$ cat config.mk
export PLATFORM = sky130hd
export DESIGN_NAME = hsp_sequencer
export DESIGN_NICKNAME = d
export VERILOG_FILES = /design/src/design/hsp_pkg.sv /design/src/design/hsp_sequencer.sv
export SDC_FILE = /design/constraint.sdc
export NUM_CORES = 1
export LEC_CHECK = 0
export BUFFER_PORTS_ARGS = -buffer_cell sky130_fd_sc_hd__buf_4
export CAP_MARGIN = 20
export CORE_MARGIN = 3
export CORE_UTILIZATION = 59
export CTS_CLUSTER_DIAMETER = 80
export DETAILED_ROUTE_END_ITERATION = 10
export GPL_ROUTABILITY_DRIVEN = 0
export PLACE_DENSITY = 0.84
export SLEW_MARGIN = 30
export SYNTH_ARGS = -nofsm -noshare
export SYNTH_HDL_FRONTEND = slang
export SYNTH_SLANG_ARGS = --single-unit
$ cat constraint.sdc
create_clock -name aclk -period 3.5 [get_ports aclk]
set_clock_uncertainty 0.2 [all_clocks]
set_input_delay 0.175 -clock aclk [delete_from_list [all_inputs] [get_ports aclk]]
set_output_delay 0.175 -clock aclk [all_outputs]
set_load 0.03 [all_outputs]
$ cat src/design/hsp_pkg.sv
package hsp_pkg;

  localparam int SLOTS = 2;
  localparam int ADDR_W = 4;
  localparam int CNT_W = 16;

  // Register byte offsets
  localparam logic [3:0] ADDR_CTRL = 4'h0;
  localparam logic [3:0] ADDR_STATUS = 4'h4;
  localparam logic [3:0] ADDR_IRQ_STATUS = 4'h8;
  localparam logic [3:0] ADDR_IRQ_MASK = 4'hC;

  // Status word field positions
  localparam int STAT_POWERED_LSB = 0;
  localparam int STAT_LATCHED_LSB = 2;
  localparam int STAT_UV_ARMED_LSB = 4;
  localparam int STAT_EVENT_CONN_LSB = 6;
  localparam int STAT_MODE_SERIAL_BIT = 8;

  // Interrupt status and mask field positions
  localparam int IRQ_W = 6;
  localparam int IRQ_OVER_CURRENT_LSB = 0;
  localparam int IRQ_UNDER_VOLTAGE_LSB = 2;
  localparam int IRQ_AUX_FAULT_LSB = 4;

  localparam logic [1:0] RESP_OKAY = 2'h0;
  localparam logic [1:0] RESP_SLVERR = 2'h2;

  // Timing
  localparam int CLK_PERIOD_NS = 5;
  localparam int OC_SENSE_TIME_NS = 1000;
  localparam int UV_SENSE_TIME_NS = 2000;
  localparam logic [CNT_W-1:0] OC_SENSE_CYCLES =
    CNT_W'((OC_SENSE_TIME_NS + CLK_PERIOD_NS - 1) / CLK_PERIOD_NS);
  localparam logic [CNT_W-1:0] UV_SENSE_CYCLES =
    CNT_W'((UV_SENSE_TIME_NS + CLK_PERIOD_NS - 1) / CLK_PERIOD_NS);

  typedef enum logic [1:0] {
    SLOT_OFF = 2'h0,
    SLOT_RAMP = 2'h1,
    SLOT_ON = 2'h3,
    SLOT_LATCHED = 2'h2
  } hsp_slot_state_type;

  // Everything arriving from pins, synchronised as one group
  typedef struct packed {
    logic system_power_good_in;
    logic mode_select_serial;
    logic supplies_valid;
    logic [SLOTS-1:0] slot_power_request;
    logic [SLOTS-1:0] over_current;
    logic [SLOTS-1:0] under_voltage;
    logic [SLOTS-1:0] gate_good_twelve;
    logic [SLOTS-1:0] gate_good_main;
    logic [SLOTS-1:0] main_gate_below_1v;
    logic [SLOTS-1:0] aux_voltage_good;
    logic [SLOTS-1:0] aux_over_current;
    logic [SLOTS-1:0] aux_switch_closed;
    logic [SLOTS-1:0] event_in;
  } hsp_pins_type;

  typedef struct packed {
    hsp_slot_state_type state;
    logic [CNT_W-1:0] oc_cnt;
    logic [CNT_W-1:0] uv_cnt;
    logic io_gate;
    logic aux_fault;
    logic aux_on;
    logic event_conn;
    logic event_low;
  } hsp_slot_type;

  typedef struct packed {
    hsp_pins_type pins_meta;
    hsp_pins_type pins_sync;
    logic system_power_good_in_prev;
    logic mode_serial;
    hsp_slot_type [SLOTS-1:0] slot;
    logic [SLOTS-1:0] serial_power_enable;
    logic [IRQ_W-1:0] irq_status;
    logic [IRQ_W-1:0] irq_mask;
    logic irq;
    logic aw_held;
    logic [ADDR_W-1:0] awaddr;
    logic w_held;
    logic [31:0] wdata;
    logic [3:0] wstrb;
    logic bvalid;
    logic [1:0] bresp;
    logic rvalid;
    logic [31:0] rdata;
    logic [1:0] rresp;
  } hsp_state_type;

  localparam hsp_state_type STATE_RESET = '0;

endpackage : hsp_pkg

$ cat src/design/hsp_sequencer.sv
// Contract
// - Main power only while all supplies valid and slot request active.
// - Request comes from pin in direct mode, serial enable command otherwise.
// - Twelve-volt and main-rail gate ramps start in the same cycle.
// - Persistent over-current latches slot off until request removed and reapplied.
// - Under-voltage comparators armed only when both gate-good indications true.
// - Armed persistent under-voltage latches slot off until request cycled.
// - I/O gate rises with power enable, falls after main gate below 1 V.
// - Event switch closes after aux good, opens at once on fault or switch open.
// - Aux output off and bled low on aux fault or open switch.
// - Mode sampled on rising edge of system power good.
//
// The address map and the AXI4-Lite register port were decided locally.
`timescale 1ns/100ps
module hsp_sequencer #(
  parameter logic [hsp_pkg::CNT_W-1:0] OC_SENSE_CYCLES = hsp_pkg::OC_SENSE_CYCLES,
  parameter logic [hsp_pkg::CNT_W-1:0] UV_SENSE_CYCLES = hsp_pkg::UV_SENSE_CYCLES
) (
  // Clock and reset
  input wire logic aclk,
  input wire logic aresetn,
  // Register bus
  input wire logic [hsp_pkg::ADDR_W-1:0] s_axi_awaddr,
  input wire logic s_axi_awvalid,
  output logic s_axi_awready,
  input wire logic [31:0] s_axi_wdata,
  input wire logic [3:0] s_axi_wstrb,
  input wire logic s_axi_wvalid,
  output logic s_axi_wready,
  output logic [1:0] s_axi_bresp,
  output logic s_axi_bvalid,
  input wire logic s_axi_bready,
  input wire logic [hsp_pkg::ADDR_W-1:0] s_axi_araddr,
  input wire logic s_axi_arvalid,
  output logic s_axi_arready,
  output logic [31:0] s_axi_rdata,
  output logic [1:0] s_axi_rresp,
  output logic s_axi_rvalid,
  input wire logic s_axi_rready,
  // Pins, asynchronous to aclk
  input wire hsp_pkg::hsp_pins_type pins,
  // Main and I/O gate drives, under-voltage comparator enables
  output logic [hsp_pkg::SLOTS-1:0] gate_ramp_twelve_volt,
  output logic [hsp_pkg::SLOTS-1:0] gate_ramp_main_rails,
  output logic [hsp_pkg::SLOTS-1:0] uv_comparator_enable,
  output logic io_voltage_gate_slot_a,
  output logic io_voltage_gate_slot_b,
  // Auxiliary rails and event bus
  output logic slot_a_aux_rail_out,
  output logic slot_b_aux_rail_out,
  output logic [hsp_pkg::SLOTS-1:0] aux_bleed,
  output logic slot_a_event_bus_out,
  output logic slot_b_event_bus_out,
  // Interrupt
  output logic irq
);

  hsp_pkg::hsp_state_type r;
  hsp_pkg::hsp_state_type next_r;

  always_comb begin
    logic do_write;
    logic do_read;
    logic req;
    logic granted;
    logic oc_trip;
    logic uv_trip;
    logic aux_ok;
    logic [hsp_pkg::IRQ_W-1:0] events;
    logic [hsp_pkg::IRQ_W-1:0] clear;
    do_write = 1'b0;
    do_read = 1'b0;
    req = 1'b0;
    granted = 1'b0;
    oc_trip = 1'b0;
    uv_trip = 1'b0;
    aux_ok = 1'b0;
    events = '0;
    clear = '0;
    next_r = r;

    // Two-flop synchroniser; only the second stage is read below
    next_r.pins_meta = pins;
    next_r.pins_sync = r.pins_meta;
    next_r.system_power_good_in_prev = r.pins_sync.system_power_good_in;

    if (r.pins_sync.system_power_good_in && !r.system_power_good_in_prev) begin
      next_r.mode_serial = r.pins_sync.mode_select_serial;
    end

    // Write channel: address and data taken in either order
    if (s_axi_awvalid && s_axi_awready) begin
      next_r.aw_held = 1'b1;
      next_r.awaddr = s_axi_awaddr;
    end
    if (s_axi_wvalid && s_axi_wready) begin
      next_r.w_held = 1'b1;
      next_r.wdata = s_axi_wdata;
      next_r.wstrb = s_axi_wstrb;
    end
    if (r.bvalid && s_axi_bready) begin
      next_r.bvalid = 1'b0;
    end
    do_write = r.aw_held && r.w_held && !r.bvalid;
    if (do_write) begin
      next_r.aw_held = 1'b0;
      next_r.w_held = 1'b0;
      next_r.bvalid = 1'b1;
      next_r.bresp = hsp_pkg::RESP_OKAY;
      if (r.awaddr == hsp_pkg::ADDR_CTRL) begin
        if (r.wstrb[0]) begin
          next_r.serial_power_enable = r.wdata[hsp_pkg::SLOTS-1:0];
        end
      end else if (r.awaddr == hsp_pkg::ADDR_STATUS) begin
        next_r.bresp = hsp_pkg::RESP_OKAY;
      end else if (r.awaddr == hsp_pkg::ADDR_IRQ_STATUS) begin
        if (r.wstrb[0]) begin
          clear = r.wdata[hsp_pkg::IRQ_W-1:0];
        end
      end else if (r.awaddr == hsp_pkg::ADDR_IRQ_MASK) begin
        if (r.wstrb[0]) begin
          next_r.irq_mask = r.wdata[hsp_pkg::IRQ_W-1:0];
        end
      end else begin
        next_r.bresp = hsp_pkg::RESP_SLVERR;
      end
    end

    // Read channel: one outstanding read, answered the cycle after arready
    if (r.rvalid && s_axi_rready) begin
      next_r.rvalid = 1'b0;
    end
    do_read = s_axi_arvalid && !r.rvalid;
    if (do_read) begin
      next_r.rvalid = 1'b1;
      next_r.rresp = hsp_pkg::RESP_OKAY;
      next_r.rdata = '0;
      if (s_axi_araddr == hsp_pkg::ADDR_CTRL) begin
        next_r.rdata = 32'(r.serial_power_enable);
      end else if (s_axi_araddr == hsp_pkg::ADDR_STATUS) begin
        for (int i = 0; i < hsp_pkg::SLOTS; i++) begin
          next_r.rdata[hsp_pkg::STAT_POWERED_LSB + i] =
            (r.slot[i].state == hsp_pkg::SLOT_RAMP) || (r.slot[i].state == hsp_pkg::SLOT_ON);
          next_r.rdata[hsp_pkg::STAT_LATCHED_LSB + i] =
            (r.slot[i].state == hsp_pkg::SLOT_LATCHED);
          next_r.rdata[hsp_pkg::STAT_UV_ARMED_LSB + i] = (r.slot[i].state == hsp_pkg::SLOT_ON);
          next_r.rdata[hsp_pkg::STAT_EVENT_CONN_LSB + i] = r.slot[i].event_conn;
        end
        next_r.rdata[hsp_pkg::STAT_MODE_SERIAL_BIT] = r.mode_serial;
      end else if (s_axi_araddr == hsp_pkg::ADDR_IRQ_STATUS) begin
        next_r.rdata = 32'(r.irq_status);
      end else if (s_axi_araddr == hsp_pkg::ADDR_IRQ_MASK) begin
        next_r.rdata = 32'(r.irq_mask);
      end else begin
        next_r.rresp = hsp_pkg::RESP_SLVERR;
      end
    end

    for (int i = 0; i < hsp_pkg::SLOTS; i++) begin
      req = r.mode_serial ? r.serial_power_enable[i] : r.pins_sync.slot_power_request[i];
      granted = req && r.pins_sync.supplies_valid;

      oc_trip = 1'b0;
      if (r.pins_sync.over_current[i] &&
          (r.slot[i].state == hsp_pkg::SLOT_RAMP || r.slot[i].state == hsp_pkg::SLOT_ON)) begin
        if (r.slot[i].oc_cnt >= OC_SENSE_CYCLES) begin
          oc_trip = 1'b1;
        end else begin
          next_r.slot[i].oc_cnt = r.slot[i].oc_cnt + 1'b1;
        end
      end else begin
        next_r.slot[i].oc_cnt = '0;
      end

      uv_trip = 1'b0;
      if (r.pins_sync.under_voltage[i] && r.slot[i].state == hsp_pkg::SLOT_ON) begin
        if (r.slot[i].uv_cnt >= UV_SENSE_CYCLES) begin
          uv_trip = 1'b1;
        end else begin
          next_r.slot[i].uv_cnt = r.slot[i].uv_cnt + 1'b1;
        end
      end else begin
        next_r.slot[i].uv_cnt = '0;
      end

      case (r.slot[i].state)
        hsp_pkg::SLOT_OFF: begin
          if (granted) begin
            next_r.slot[i].state = hsp_pkg::SLOT_RAMP;
            next_r.slot[i].io_gate = 1'b1;
          end
        end
        hsp_pkg::SLOT_RAMP: begin
          if (oc_trip) begin
            next_r.slot[i].state = hsp_pkg::SLOT_LATCHED;
            events[hsp_pkg::IRQ_OVER_CURRENT_LSB + i] = 1'b1;
          end else if (!granted) begin
            next_r.slot[i].state = hsp_pkg::SLOT_OFF;
          end else if (r.pins_sync.gate_good_twelve[i] && r.pins_sync.gate_good_main[i]) begin
            next_r.slot[i].state = hsp_pkg::SLOT_ON;
          end
        end
        hsp_pkg::SLOT_ON: begin
          if (oc_trip || uv_trip) begin
            next_r.slot[i].state = hsp_pkg::SLOT_LATCHED;
            events[hsp_pkg::IRQ_OVER_CURRENT_LSB + i] = oc_trip;
            events[hsp_pkg::IRQ_UNDER_VOLTAGE_LSB + i] = uv_trip;
          end else if (!granted) begin
            next_r.slot[i].state = hsp_pkg::SLOT_OFF;
          end
        end
        default: begin
          if (!req) begin
            next_r.slot[i].state = hsp_pkg::SLOT_OFF;
          end
        end
      endcase

      // gate falls only once main gate is low
      if ((r.slot[i].state == hsp_pkg::SLOT_OFF || r.slot[i].state == hsp_pkg::SLOT_LATCHED)
          && r.pins_sync.main_gate_below_1v[i] && !(granted && r.slot[i].state == hsp_pkg::SLOT_OFF)) begin
        next_r.slot[i].io_gate = 1'b0;
      end

      // aux fault held until switch opens
      if (!r.pins_sync.aux_switch_closed[i]) begin
        next_r.slot[i].aux_fault = 1'b0;
      end else if (r.pins_sync.aux_over_current[i] && r.slot[i].aux_on) begin
        next_r.slot[i].aux_fault = 1'b1;
        events[hsp_pkg::IRQ_AUX_FAULT_LSB + i] = 1'b1;
      end
      aux_ok = r.pins_sync.aux_switch_closed[i] && !r.slot[i].aux_fault &&
               !r.pins_sync.aux_over_current[i];
      next_r.slot[i].aux_on = aux_ok;
      next_r.slot[i].event_conn = aux_ok && (r.slot[i].event_conn ||
                                             r.pins_sync.aux_voltage_good[i]);
      // Open switch leaves the line released, seen high through the pull-up
      next_r.slot[i].event_low = next_r.slot[i].event_conn && !r.pins_sync.event_in[i];
    end

    // New events win over a same-cycle clear
    next_r.irq_status = (r.irq_status & ~clear) | events;
    next_r.irq = |(next_r.irq_status & next_r.irq_mask);
  end

  always_ff @(posedge aclk) begin
    if (!aresetn) begin
      r <= hsp_pkg::STATE_RESET;
    end else begin
      r <= next_r;
    end
  end

  always_comb begin
    s_axi_awready = !r.aw_held;
    s_axi_wready = !r.w_held;
    s_axi_bvalid = r.bvalid;
    s_axi_bresp = r.bresp;
    s_axi_arready = !r.rvalid;
    s_axi_rvalid = r.rvalid;
    s_axi_rdata = r.rdata;
    s_axi_rresp = r.rresp;
    for (int i = 0; i < hsp_pkg::SLOTS; i++) begin
      gate_ramp_twelve_volt[i] =
        (r.slot[i].state == hsp_pkg::SLOT_RAMP) || (r.slot[i].state == hsp_pkg::SLOT_ON);
      gate_ramp_main_rails[i] = gate_ramp_twelve_volt[i];
      uv_comparator_enable[i] = (r.slot[i].state == hsp_pkg::SLOT_ON);
      aux_bleed[i] = !r.slot[i].aux_on;
    end
    io_voltage_gate_slot_a = r.slot[0].io_gate;
    io_voltage_gate_slot_b = r.slot[1].io_gate;
    slot_a_aux_rail_out = r.slot[0].aux_on;
    slot_b_aux_rail_out = r.slot[1].aux_on;
    slot_a_event_bus_out = !r.slot[0].event_low;
    slot_b_event_bus_out = !r.slot[1].event_low;
    irq = r.irq;
  end

endmodule : hsp_sequencer

# ---- After elaboration in Yosys (flattened, before gate mapping)
# Index checks and enable logic that the tools add are counted.
dict set report classes {
  addsub 4
  multipliers 0
  div_mod_pow 0
  n_lt_le_gt_ge 4
  n_eq_ne 20
  shift 0
  muxes 67
  bitwise_logic 5
  reduce_logical 78
}
# operator n
set ops {}
lappend ops {{6-bit two-way mux} 13}
lappend ops {{16-bit by 1-bit adder with 16-bit output (second input constant)} 4}
lappend ops {{2-bit two-way mux} 22}
lappend ops {{35-bit two-way mux} 1}
lappend ops {{16-bit by 8-bit >= comparator with 1-bit output (second input constant)} 2}
lappend ops {{16-bit by 9-bit >= comparator with 1-bit output (second input constant)} 2}
lappend ops {{1-bit logical AND} 32}
lappend ops {{32-bit two-way mux} 1}
lappend ops {{1-bit two-way mux} 24}
lappend ops {{1-bit logical NOT} 17}
lappend ops {{4-bit == test (second input constant)} 4}
lappend ops {{2-bit AND reduction} 8}
lappend ops {{6-bit AND} 2}
lappend ops {{4-bit by 2-bit inequality test with 1-bit output (second input constant)} 3}
lappend ops {{2-bit case mux with 3 select lines} 2}
lappend ops {{9-bit two-way mux} 1}
lappend ops {{2-bit == test (second input constant)} 4}
lappend ops {{4-bit by 3-bit == test with 1-bit output (second input constant)} 2}
lappend ops {{4-bit logical NOT} 2}
lappend ops {{1-bit logical OR} 8}
lappend ops {{4-bit AND reduction} 2}
lappend ops {{3-bit by 2-bit inequality test with 1-bit output (second input constant)} 2}
lappend ops {{6-bit inverter} 1}
lappend ops {{6-bit bitwise OR} 1}
lappend ops {{11 further kinds} 18}
dict set report totals {
  regBits 192
  latchBits 0
  mem_bits_rw 0
  mem_bits_ro 0
  in_bits 74
  out_inout_bits 56
  word_cells 236
  memories 0
}

# ---- Depth between registers and ports, before layout
# Gate-level depths: netlist (run 1).
dict set report logic_depth {
  ltp_word 10
  mapped_depth 7
  ltp_nobuf 5
}

# ---- Worst setup path after synthesis (run 1)
# Ideal clock, no wire load.
dict set report synth_timing {
  kind {reg-to-reg}
  from {register r (netlist bit s_axi_bvalid)}
  to {register r (netlist bit irq)}
  setup_ns 0.125
  arrival_ns 1.766
  t_required_ns 3.175
  path_slack_ns 1.409
  stages_incl_launch_ff 7
  path_buffers 1
  synth_period_minus_slack_ns 2.091
  path_cell_list {dfxtp_1 and4b_1 buf_6 nand4_4 mux2i_1 o21ba_1 o41a_1}
}
dict set report synth_between {
  elab_chain_cells 8
  word_cells_on_any_way 9
  cone_classes {2 x mux; 4 x bitwise; 3 x reduce/logical}
}
# item line_no
set synth_rtl {}
lappend synth_rtl {{start: declaration} hsp_sequencer.sv:58} ;# hsp_pkg::hsp_state_type r;
lappend synth_rtl {{start signal: assignment} hsp_sequencer.sv:248} ;# r <= hsp_pkg::STATE_RESET;
lappend synth_rtl {{start signal: assignment} hsp_sequencer.sv:250} ;# r <= next_r;
lappend synth_rtl {{1-bit logical NOT *} hsp_sequencer.sv:104} ;# do_write = r.aw_held && r.w_held && !r.bvalid;
lappend synth_rtl {{1-bit logical AND *} hsp_sequencer.sv:104}
lappend synth_rtl {{6-bit two-way mux} hsp_sequencer.sv:105} ;# if (do_write) begin
lappend synth_rtl {{6-bit inverter} hsp_sequencer.sv:242} ;# next_r.irq_status = (r.irq_status & ~clear) | events;
lappend synth_rtl {{6-bit AND} hsp_sequencer.sv:242}
lappend synth_rtl {{6-bit bitwise OR} hsp_sequencer.sv:242}
lappend synth_rtl {{6-bit AND *} hsp_sequencer.sv:243} ;# next_r.irq = |(next_r.irq_status & next_r.irq_mask);
lappend synth_rtl {{6-bit OR reduction *} hsp_sequencer.sv:243}
# Every way passes the cells marked *; elsewhere a longest branch is shown, timed or not.
# A chain may end at the register's enable or synchronous reset.

# ---- Worst setup path after layout (run 1)
dict set report layout_timing {
  from {register r[78] in the netlist's numbering}
  to {register r (netlist bit irq)}
}
dict set report layout_between {
  elab_chain_cells 10
  word_cells_on_any_way 18
  cone_classes {3 x eq/ne; 9 x mux; 4 x bitwise; 2 x reduce/logical}
}
# item line_no
set layout_rtl {}
lappend layout_rtl {{4-bit == test} hsp_sequencer.sv:116} ;# end else if (r.awaddr == hsp_pkg::ADDR_IRQ_STATUS) begin
lappend layout_rtl {{6-bit two-way mux} hsp_sequencer.sv:116}
lappend layout_rtl {{6-bit two-way mux} hsp_sequencer.sv:114} ;# end else if (r.awaddr == hsp_pkg::ADDR_STATUS) begin
lappend layout_rtl {{6-bit two-way mux} hsp_sequencer.sv:110} ;# if (r.awaddr == hsp_pkg::ADDR_CTRL) begin
lappend layout_rtl {{6-bit two-way mux} hsp_sequencer.sv:105}
lappend layout_rtl {{6-bit inverter} hsp_sequencer.sv:242}
lappend layout_rtl {{6-bit AND} hsp_sequencer.sv:242}
lappend layout_rtl {{6-bit bitwise OR} hsp_sequencer.sv:242}
lappend layout_rtl {{6-bit AND *} hsp_sequencer.sv:243}
lappend layout_rtl {{6-bit OR reduction *} hsp_sequencer.sv:243}
# Marked as above.

==> qor.txt, run 1 <==
startpoint types - register
vias in the first global route - 4591
cell total after placement - 816
Initial Utilization - 0.614
total CTS buffers - 17
CP max stage cell - nor4b_2
postcts setup bufs - 0
Tot GR Track Use - 0.224
largest net degree at the start of global routing - 105
Clk Tree Root Cell - clkbuf_8
CTS H-Tree Depth - 4
Reg area - 3340 um^2
Area Overhead vs Synth - 22.4%
max_cap viols - 0
initial DRC count - 227
WHS Endpoint - r[171]$_SDFFE_PN0P_
fin cells - 891
Die ar. - 12200 um^2
worst hold-check path type - input pin to register
number of synthesized flops with an enable pin - 0
Core ar. - 10500 um^2
global-route wire length before repair - 21.1 mm
worst path cell trace - nor4b_2 > nand3_1 > a32oi_1 > o22ai_1 > o41a_1
Reg2Reg Launch Point - r[78]$_SDFFE_PN0P_
Fin. Hold Viols - 0
Area contributors post-synth - dfxtp_1 (52%), and2_1 (7.8%), buf_4 (4.4%)
Data arrival, critical path - 2550 ps
sequential area share after synthesis - 0.520
Routed Antenna Nets - 0
Die Wd - 110 um
distinct cell type count after synthesis - 55
critical path fanouts, max - 6
R2R Setup Slk - 1150 ps
hpwl dp - 8.34 mm
Static Leak - 3.24 nW
die height - 110 um
Crit path required time - 3700 ps
post-synthesis cell area - 6430 um^2
worst-margin pin slew - 805 ps
WL/cell - 14.6 um
top cell type's share of synthesized area - 0.520
num ports - 130
Routed WL - 13.0 mm
P_int - 3.05 mW
DR vias - 4654
P per Cell Area - 505 nW/um^2
fin util - 0.752
Worst setup EP type - register
num rows - 37
multi-input logic area - 2710 um^2
Max Clock Freq - 426 MHz
HP Start - aresetn
Crit Path Category - register to register
DR vias/cell - 5.22
Sw Pwr - 0.920 mW
Setup-failing EPs final - 0
top_reg_cell synth - dfxtp_1
DRC viols - 0
clock-pin slew on the worst setup and hold paths - 70 ps
delay-heaviest family, CP - simple AND/OR/NAND/NOR gates
TritonCTS clock tree - yes
first drt pass iteration count - 5
ratio of cells with drive above 1 in the final layout - 0.160
Post-Synthesis Cells - 642
Synth Register Bits - 167
NumNets Final - 824
hold path cells - 3
Sw Share - 0.232
Clk pwr share - 0.439
clock tree sinks - 167
buffers added on ports - 75
clock latency on the worst-skew pair - 520 ps
Rel. slew slack - 0.462
post-route setup TNS - 0 ps
outcome - finished, final reports clean
crit path time final - 2350 ps
CTS Buffer Depth - 2
filler cell count - 702
reg2reg end - irq$_SDFF_PN0_
Worst R2R Path Depth - 5
Yosys top cell by area - dfxtp_1
initial antenna violation count - 0
WP buf/inv - 0
VDD IR max - 0.316 mV
CP peak stage delay - 700 ps
Reg power frac - 0.496
Final Cycle Share - 0.670
ANT cells - 0
global route total overflow - 0
ys async rst share - 0
Ys Warns - 0
RSZ-0062 raised after global routing - false
combinational power share - 0.064
fin. max-slew vios - 0
synthesized area per cell - 10.0 um^2
[cells in the final DEF, fill, tap and decap left out, drive strengths merged, types with 3 or more instances in the layout]
cell type / instances
nor2b: 40
nor4: 6
dlygate4sd3: 43
clkinv: 6
o311ai: 4
xnor2: 12
a211oi: 3
and2b: 3
mux2: 4
nor3: 13
a32oi: 3
clkbuf: 20
o21ai: 8
inv: 24
nor2: 46
and2: 80
nand2b: 3
ha: 8
o21a: 6
mux2i: 24
a21oi: 11
or3: 3
o211a: 3
clkinvlp: 3
and3: 14
nand4: 8
xor2: 11
buf: 76
dfxtp: 167
a31oi: 6
conb: 25
nand2: 21
a22oi: 10
nand3: 18
[worst min-delay path, delay by kind of cell]
| kind | cells | cell delay (ps) |
|---|---|---|
| AND/OR/NAND/NOR | 2 | 210 |
| buffers and inverters | 1 | 320 |
[registers in the layout (all words and copies together) (netlist names)]
name / flops
irq: 1
io_voltage_gate_slot_b: 1
s_axi_rresp: 1
s_axi_rvalid: 1
s_axi_bresp: 1
r: 125
slot_b_aux_rail_out: 1
slot_a_aux_rail_out: 1
s_axi_bvalid: 1
io_voltage_gate_slot_a: 1
next_r: 24
s_axi_rdata: 9
[area by class of cell]
class | count | share of cell area
Tap cell | 136 | 0.0216
Timing Repair Buffer | 119 | 0.127
Multi-Input combinational cell | 415 | 0.344
Clock inverter | 12 | 0.0151
Sequential cell | 167 | 0.425
Inverter | 22 | 0.0105
Clock buffer | 20 | 0.0566
[power by group through the flow]
stage	sequential, mW	combinational [mW]	clock [mW]
final	1.97	0.256	1.75
after global placement	2.01	0.207	0
after floorplan	2.01	0.168	0
after CTS	1.97	0.253	1.77
after global routing	1.98	0.276	1.86
after detailed placement	2.01	0.213	0
[worst max-delay path by stage]
stage	startpoint	to	slack, ps	depth (start not counted)
floorplan	s_axi_bvalid$_SDFFE_PN0P_	irq$_SDFF_PN0_	1410	6
global placement	r[78]$_SDFFE_PN0P_	irq$_SDFF_PN0_	1290	5
detailed placement	r[78]$_SDFFE_PN0P_	irq$_SDFF_PN0_	1220	5
CTS	r[78]$_SDFFE_PN0P_	irq$_SDFF_PN0_	1140	5
global route	s_axi_rvalid$_SDFFE_PN0P_	s_axi_rdata[6]$_SDFFE_PN0P_	1030	7
finish	r[78]$_SDFFE_PN0P_	irq$_SDFF_PN0_	1150	5
[what timing repair did]
item                                   4_1_cts  5_1_grt
resized for setup                            0        0
endpoints found under the hold margin       45        0
hold buffers                                43        0
[through the flow]
stage                     setup WS [ps]  power [mW]  area [um^2]  hold slack (ps)
final                              1150        3.97         7870             78.9
after global placement             1290        2.22         6870              172
after detailed placement           1220        2.23         6870              175
after floorplan                    1410        2.17         6520             90.8
after CTS                          1140        3.99         7870             50.9
after global routing               1030        4.11         7870             89.6
[metal layers]
metal  GRT usage  wire, um  up-vias
met5           0         0        -
met4      0.0730       159        0
met3      0.0542       661       18
met2       0.401      6650      132
met1       0.262      5520     2212
li1            -         -     2292
[cells by family (layout without fill, tap and decap cells)]
group,after synthesis,after routing,share of synthesized area
AND/OR/NAND/NOR,261,261,0.230
flip-flops,167,167,0.520
buffers and inverters,84,173,0.0726
AO/OA/AOI/OAI,68,68,0.0783
multiplexers,30,30,0.0514
XOR/XNOR,23,23,0.0313
adder cells (fa/ha/maj),8,8,0.0156
other,1,25,0.000584
[synthesized netlist by cell type, types with 2 or more instances]
library cell,instances
o21a_1,6
mux4_2,2
inv_1,22
a31oi_1,6
xnor2_1,12
a22o_1,2
nand4_1,7
a32o_1,2
o22ai_1,2
mux2_2,4
mux2i_1,24
a211oi_1,3
nand3_1,17
and2_1,80
dfxtp_1,167
buf_4,38
o311ai_2,2
nor3_1,13
clkbuf_1,22
a32oi_1,3
a21oi_1,11
a22oi_1,10
or3_1,3
nor3b_1,2
nand2_1,21
xor2_1,11
nor2b_1,40
a21boi_0,2
o21ai_0,8
and3_1,13
ha_1,8
nor2_1,46
nand2b_1,3
and2b_2,2
o211a_1,3
nor4_1,6
(Power assumes the default switching activity.)
==> run 2, diff against run 1 <==
--- a/config.mk
+++ b/config.mk
@@ -8,11 +8,11 @@
 export BUFFER_PORTS_ARGS = -buffer_cell sky130_fd_sc_hd__buf_4
 export CAP_MARGIN = 20
 export CORE_MARGIN = 3
-export CORE_UTILIZATION = 59
+export CORE_UTILIZATION = 49
 export CTS_CLUSTER_DIAMETER = 80
 export DETAILED_ROUTE_END_ITERATION = 10
 export GPL_ROUTABILITY_DRIVEN = 0
-export PLACE_DENSITY = 0.84
+export PLACE_DENSITY = 0.74
 export SLEW_MARGIN = 30
 export SYNTH_ARGS = -nofsm -noshare
 export SYNTH_HDL_FRONTEND = slang
==> constraint.sdc (replaced) <==
create_clock -name aclk -period 1.95 [get_ports aclk]
set_clock_uncertainty 0.2 [all_clocks]
set_input_delay 0.0975 -clock aclk [delete_from_list [all_inputs] [get_ports aclk]]
set_output_delay 0.0975 -clock aclk [all_outputs]
set_load 0.03 [all_outputs]
==> qor.txt, run 2 (synthesis results as in run 1) <==
Static Leak - 3.57 nW (was 3.24 nW)
Core ar. - 12700 um^2 (was 10500 um^2)
clock latency on the worst-skew pair - 420 ps (was 520 ps)
global route total overflow - 0 (unchanged)
num ports - 130 (unchanged)
Data arrival, critical path - 2100 ps (was 2550 ps)
fin. max-slew vios - 0 (unchanged)
cell total after placement - 887 (was 816)
Fin. Hold Viols - 0 (unchanged)
global-route wire length before repair - 22.5 mm (was 21.1 mm)
commonest non-fill, non-tap cells in the layout - dfxtp_1 (162), buf_4 (112), and2_1 (80), dlygate4sd3_1 (55), nor2_1 (44) (was dfxtp_1 (167), and2_1 (80), buf_4 (76), nor2_1 (46), dlygate4sd3_1 (43))
post-route setup TNS - -49.9 ps (was 0 ps)
RSZ-0062 raised after global routing - true (was false)
DR vias - 4818 (was 4654)
largest net degree at the start of global routing - 33 (was 105)
ratio of cells with drive above 1 in the final layout - 0.234 (was 0.160)
clock-pin slew on the worst setup and hold paths - 60 ps (was 70 ps)
clock tree sinks - 167 (unchanged)
fin util - 0.673 (was 0.752)
die height - 121 um (was 110 um)
CTS Buffer Depth - 2 (unchanged)
buffers added on ports - 75 (unchanged)
Routed Antenna Nets - 0 (unchanged)
P per Cell Area - 866 nW/um^2 (was 505 nW/um^2)
WL/cell - 14.0 um (was 14.6 um)
DP Area - 7180 um^2 (was 6870 um^2)
NumNets Final - 875 (was 824)
worst hold-check path type - input pin to register (unchanged)
Clk Tree Root Cell - clkbuf_16 (was clkbuf_8)
crit path time final - 2000 ps (was 2350 ps)
max reg flops - 125 (unchanged)
Crit path required time - 2050 ps (was 3700 ps)
initial antenna violation count - 0 (unchanged)
final instance area - 8560 um^2 (was 7870 um^2)
Area Overhead vs Synth - 33.2% (was 22.4%)
initial DRC count - 274 (was 227)
Max Clock Freq - 500 MHz (was 426 MHz)
failing checks - negative setup slack
DR vias/cell - 4.93 (was 5.22)
critical path fanouts, max - 6 (unchanged)
TritonCTS clock tree - yes (unchanged)
worst slack, placed - -83.2 ps (was 1220 ps)
Die ar. - 14500 um^2 (was 12200 um^2)
max_cap viols - 0 (unchanged)
fin cells - 977 (was 891)
Setup-failing EPs final - 1 (was 0)
Worst setup EP type - register (unchanged)
CTS H-Tree Depth - 4 (unchanged)
Crit Path Category - register to register (unchanged)
Routed WL - 13.7 mm (was 13.0 mm)
first drt pass iteration count - 4 (was 5)
startpoint types - register (unchanged)
Biggest register - r (unchanged)
final worst slack - -49.9 ps (was 1150 ps)
VDD IR max - 0.633 mV (was 0.316 mV)
num rows - 41 (was 37)
most common cell after layout, fill and taps aside - dfxtp_1 (unchanged)
Tot GR Track Use - 0.195 (was 0.224)
total CTS buffers - 17 (unchanged)
vias in the first global route - 4910 (was 4591)
hpwl dp - 9.17 mm (was 8.34 mm)
Die Wd - 121 um (was 110 um)
Final Cycle Share - 1.03 (was 0.670)
outcome - complete, but fails checks (was finished, final reports clean)
Initial Utilization - 0.505 (was 0.614)
ANT cells - 0 (unchanged)
DRC viols - 0 (unchanged)
[run 2: final timing paths]
path / from / endpoint / slack, ps / cells past startpoint
setup / recovery: s_axi_bvalid$_SDFFE_PN0P_ / irq$_SDFF_PN0_ / -50 / 6
hold / removal: s_axi_araddr[2] / s_axi_rdata[0]$_SDFFE_PN0P_ / 70 / 4
setup reg to reg: s_axi_bvalid$_SDFFE_PN0P_ / irq$_SDFF_PN0_ / -50 / 6
hold reg to reg: r[176]$_SDFF_PN0_ / r[134]$_SDFF_PN0_ / 180 / 1
[run 2: layout make-up]
type | instances | area [um^2]
inverters | 22 | 82.6
repair buffers | 170 | 1430
flip-flops and latches | 167 | 3350
fillers | 971 | 4160
clock inverters | 8 | 113
clock buffers | 23 | 498
multi-input cells | 415 | 2880
well taps | 172 | 215
[run 2: routing by layer]
metal / routed length [um] / vias up / track usage / share of wire
li1: - / 2390 / - / -
met1: 6090 / 2288 / 0.229 / 0.44
met2: 6810 / 123 / 0.342 / 0.50
met3: 608 / 17 / 0.0529 / 0.044
met4: 188 / 0 / 0.0680 / 0.014
met5: 0 / - / 0 / 0
[run 2: report_power, final]
| part | switching [mW] | internal (mW) | total [mW] |
|---|---|---|---|
| sequential | 0.0458 | 3.49 | 3.53 |
| combinational | 0.261 | 0.263 | 0.523 |
| clock | 1.30 | 2.06 | 3.36 |
| total | 1.60 | 5.82 | 7.42 |
[run 2: what timing repair did]
| action | CTS | global route |
|---|---|---|
| setup endpoints to repair | 2 | 9 |
| hold endpoints to repair | 53 | 0 |
| setup buffers | 2 | 2 |
| gates resized for setup | 7 | 30 |
| pin swaps | 0 | 18 |
| hold buffers | 55 | 0 |
[run 2: critical path, stage by stage (launching register included)]
cell and delay, ps:
dfxtp_2 320, and4b_2 330, buf_4 170, nand3_1 120
a32oi_2 240, o22ai_2 110, o41a_1 390
[run 2: per-stage QoR]
stage                     total power [mW]  hold WS, ps
after floorplan                       3.90         13.3
after global placement                4.02          107
after detailed placement              4.03          109
after CTS                             7.47         50.0
after global routing                  7.66          109
final                                 7.42         73.6
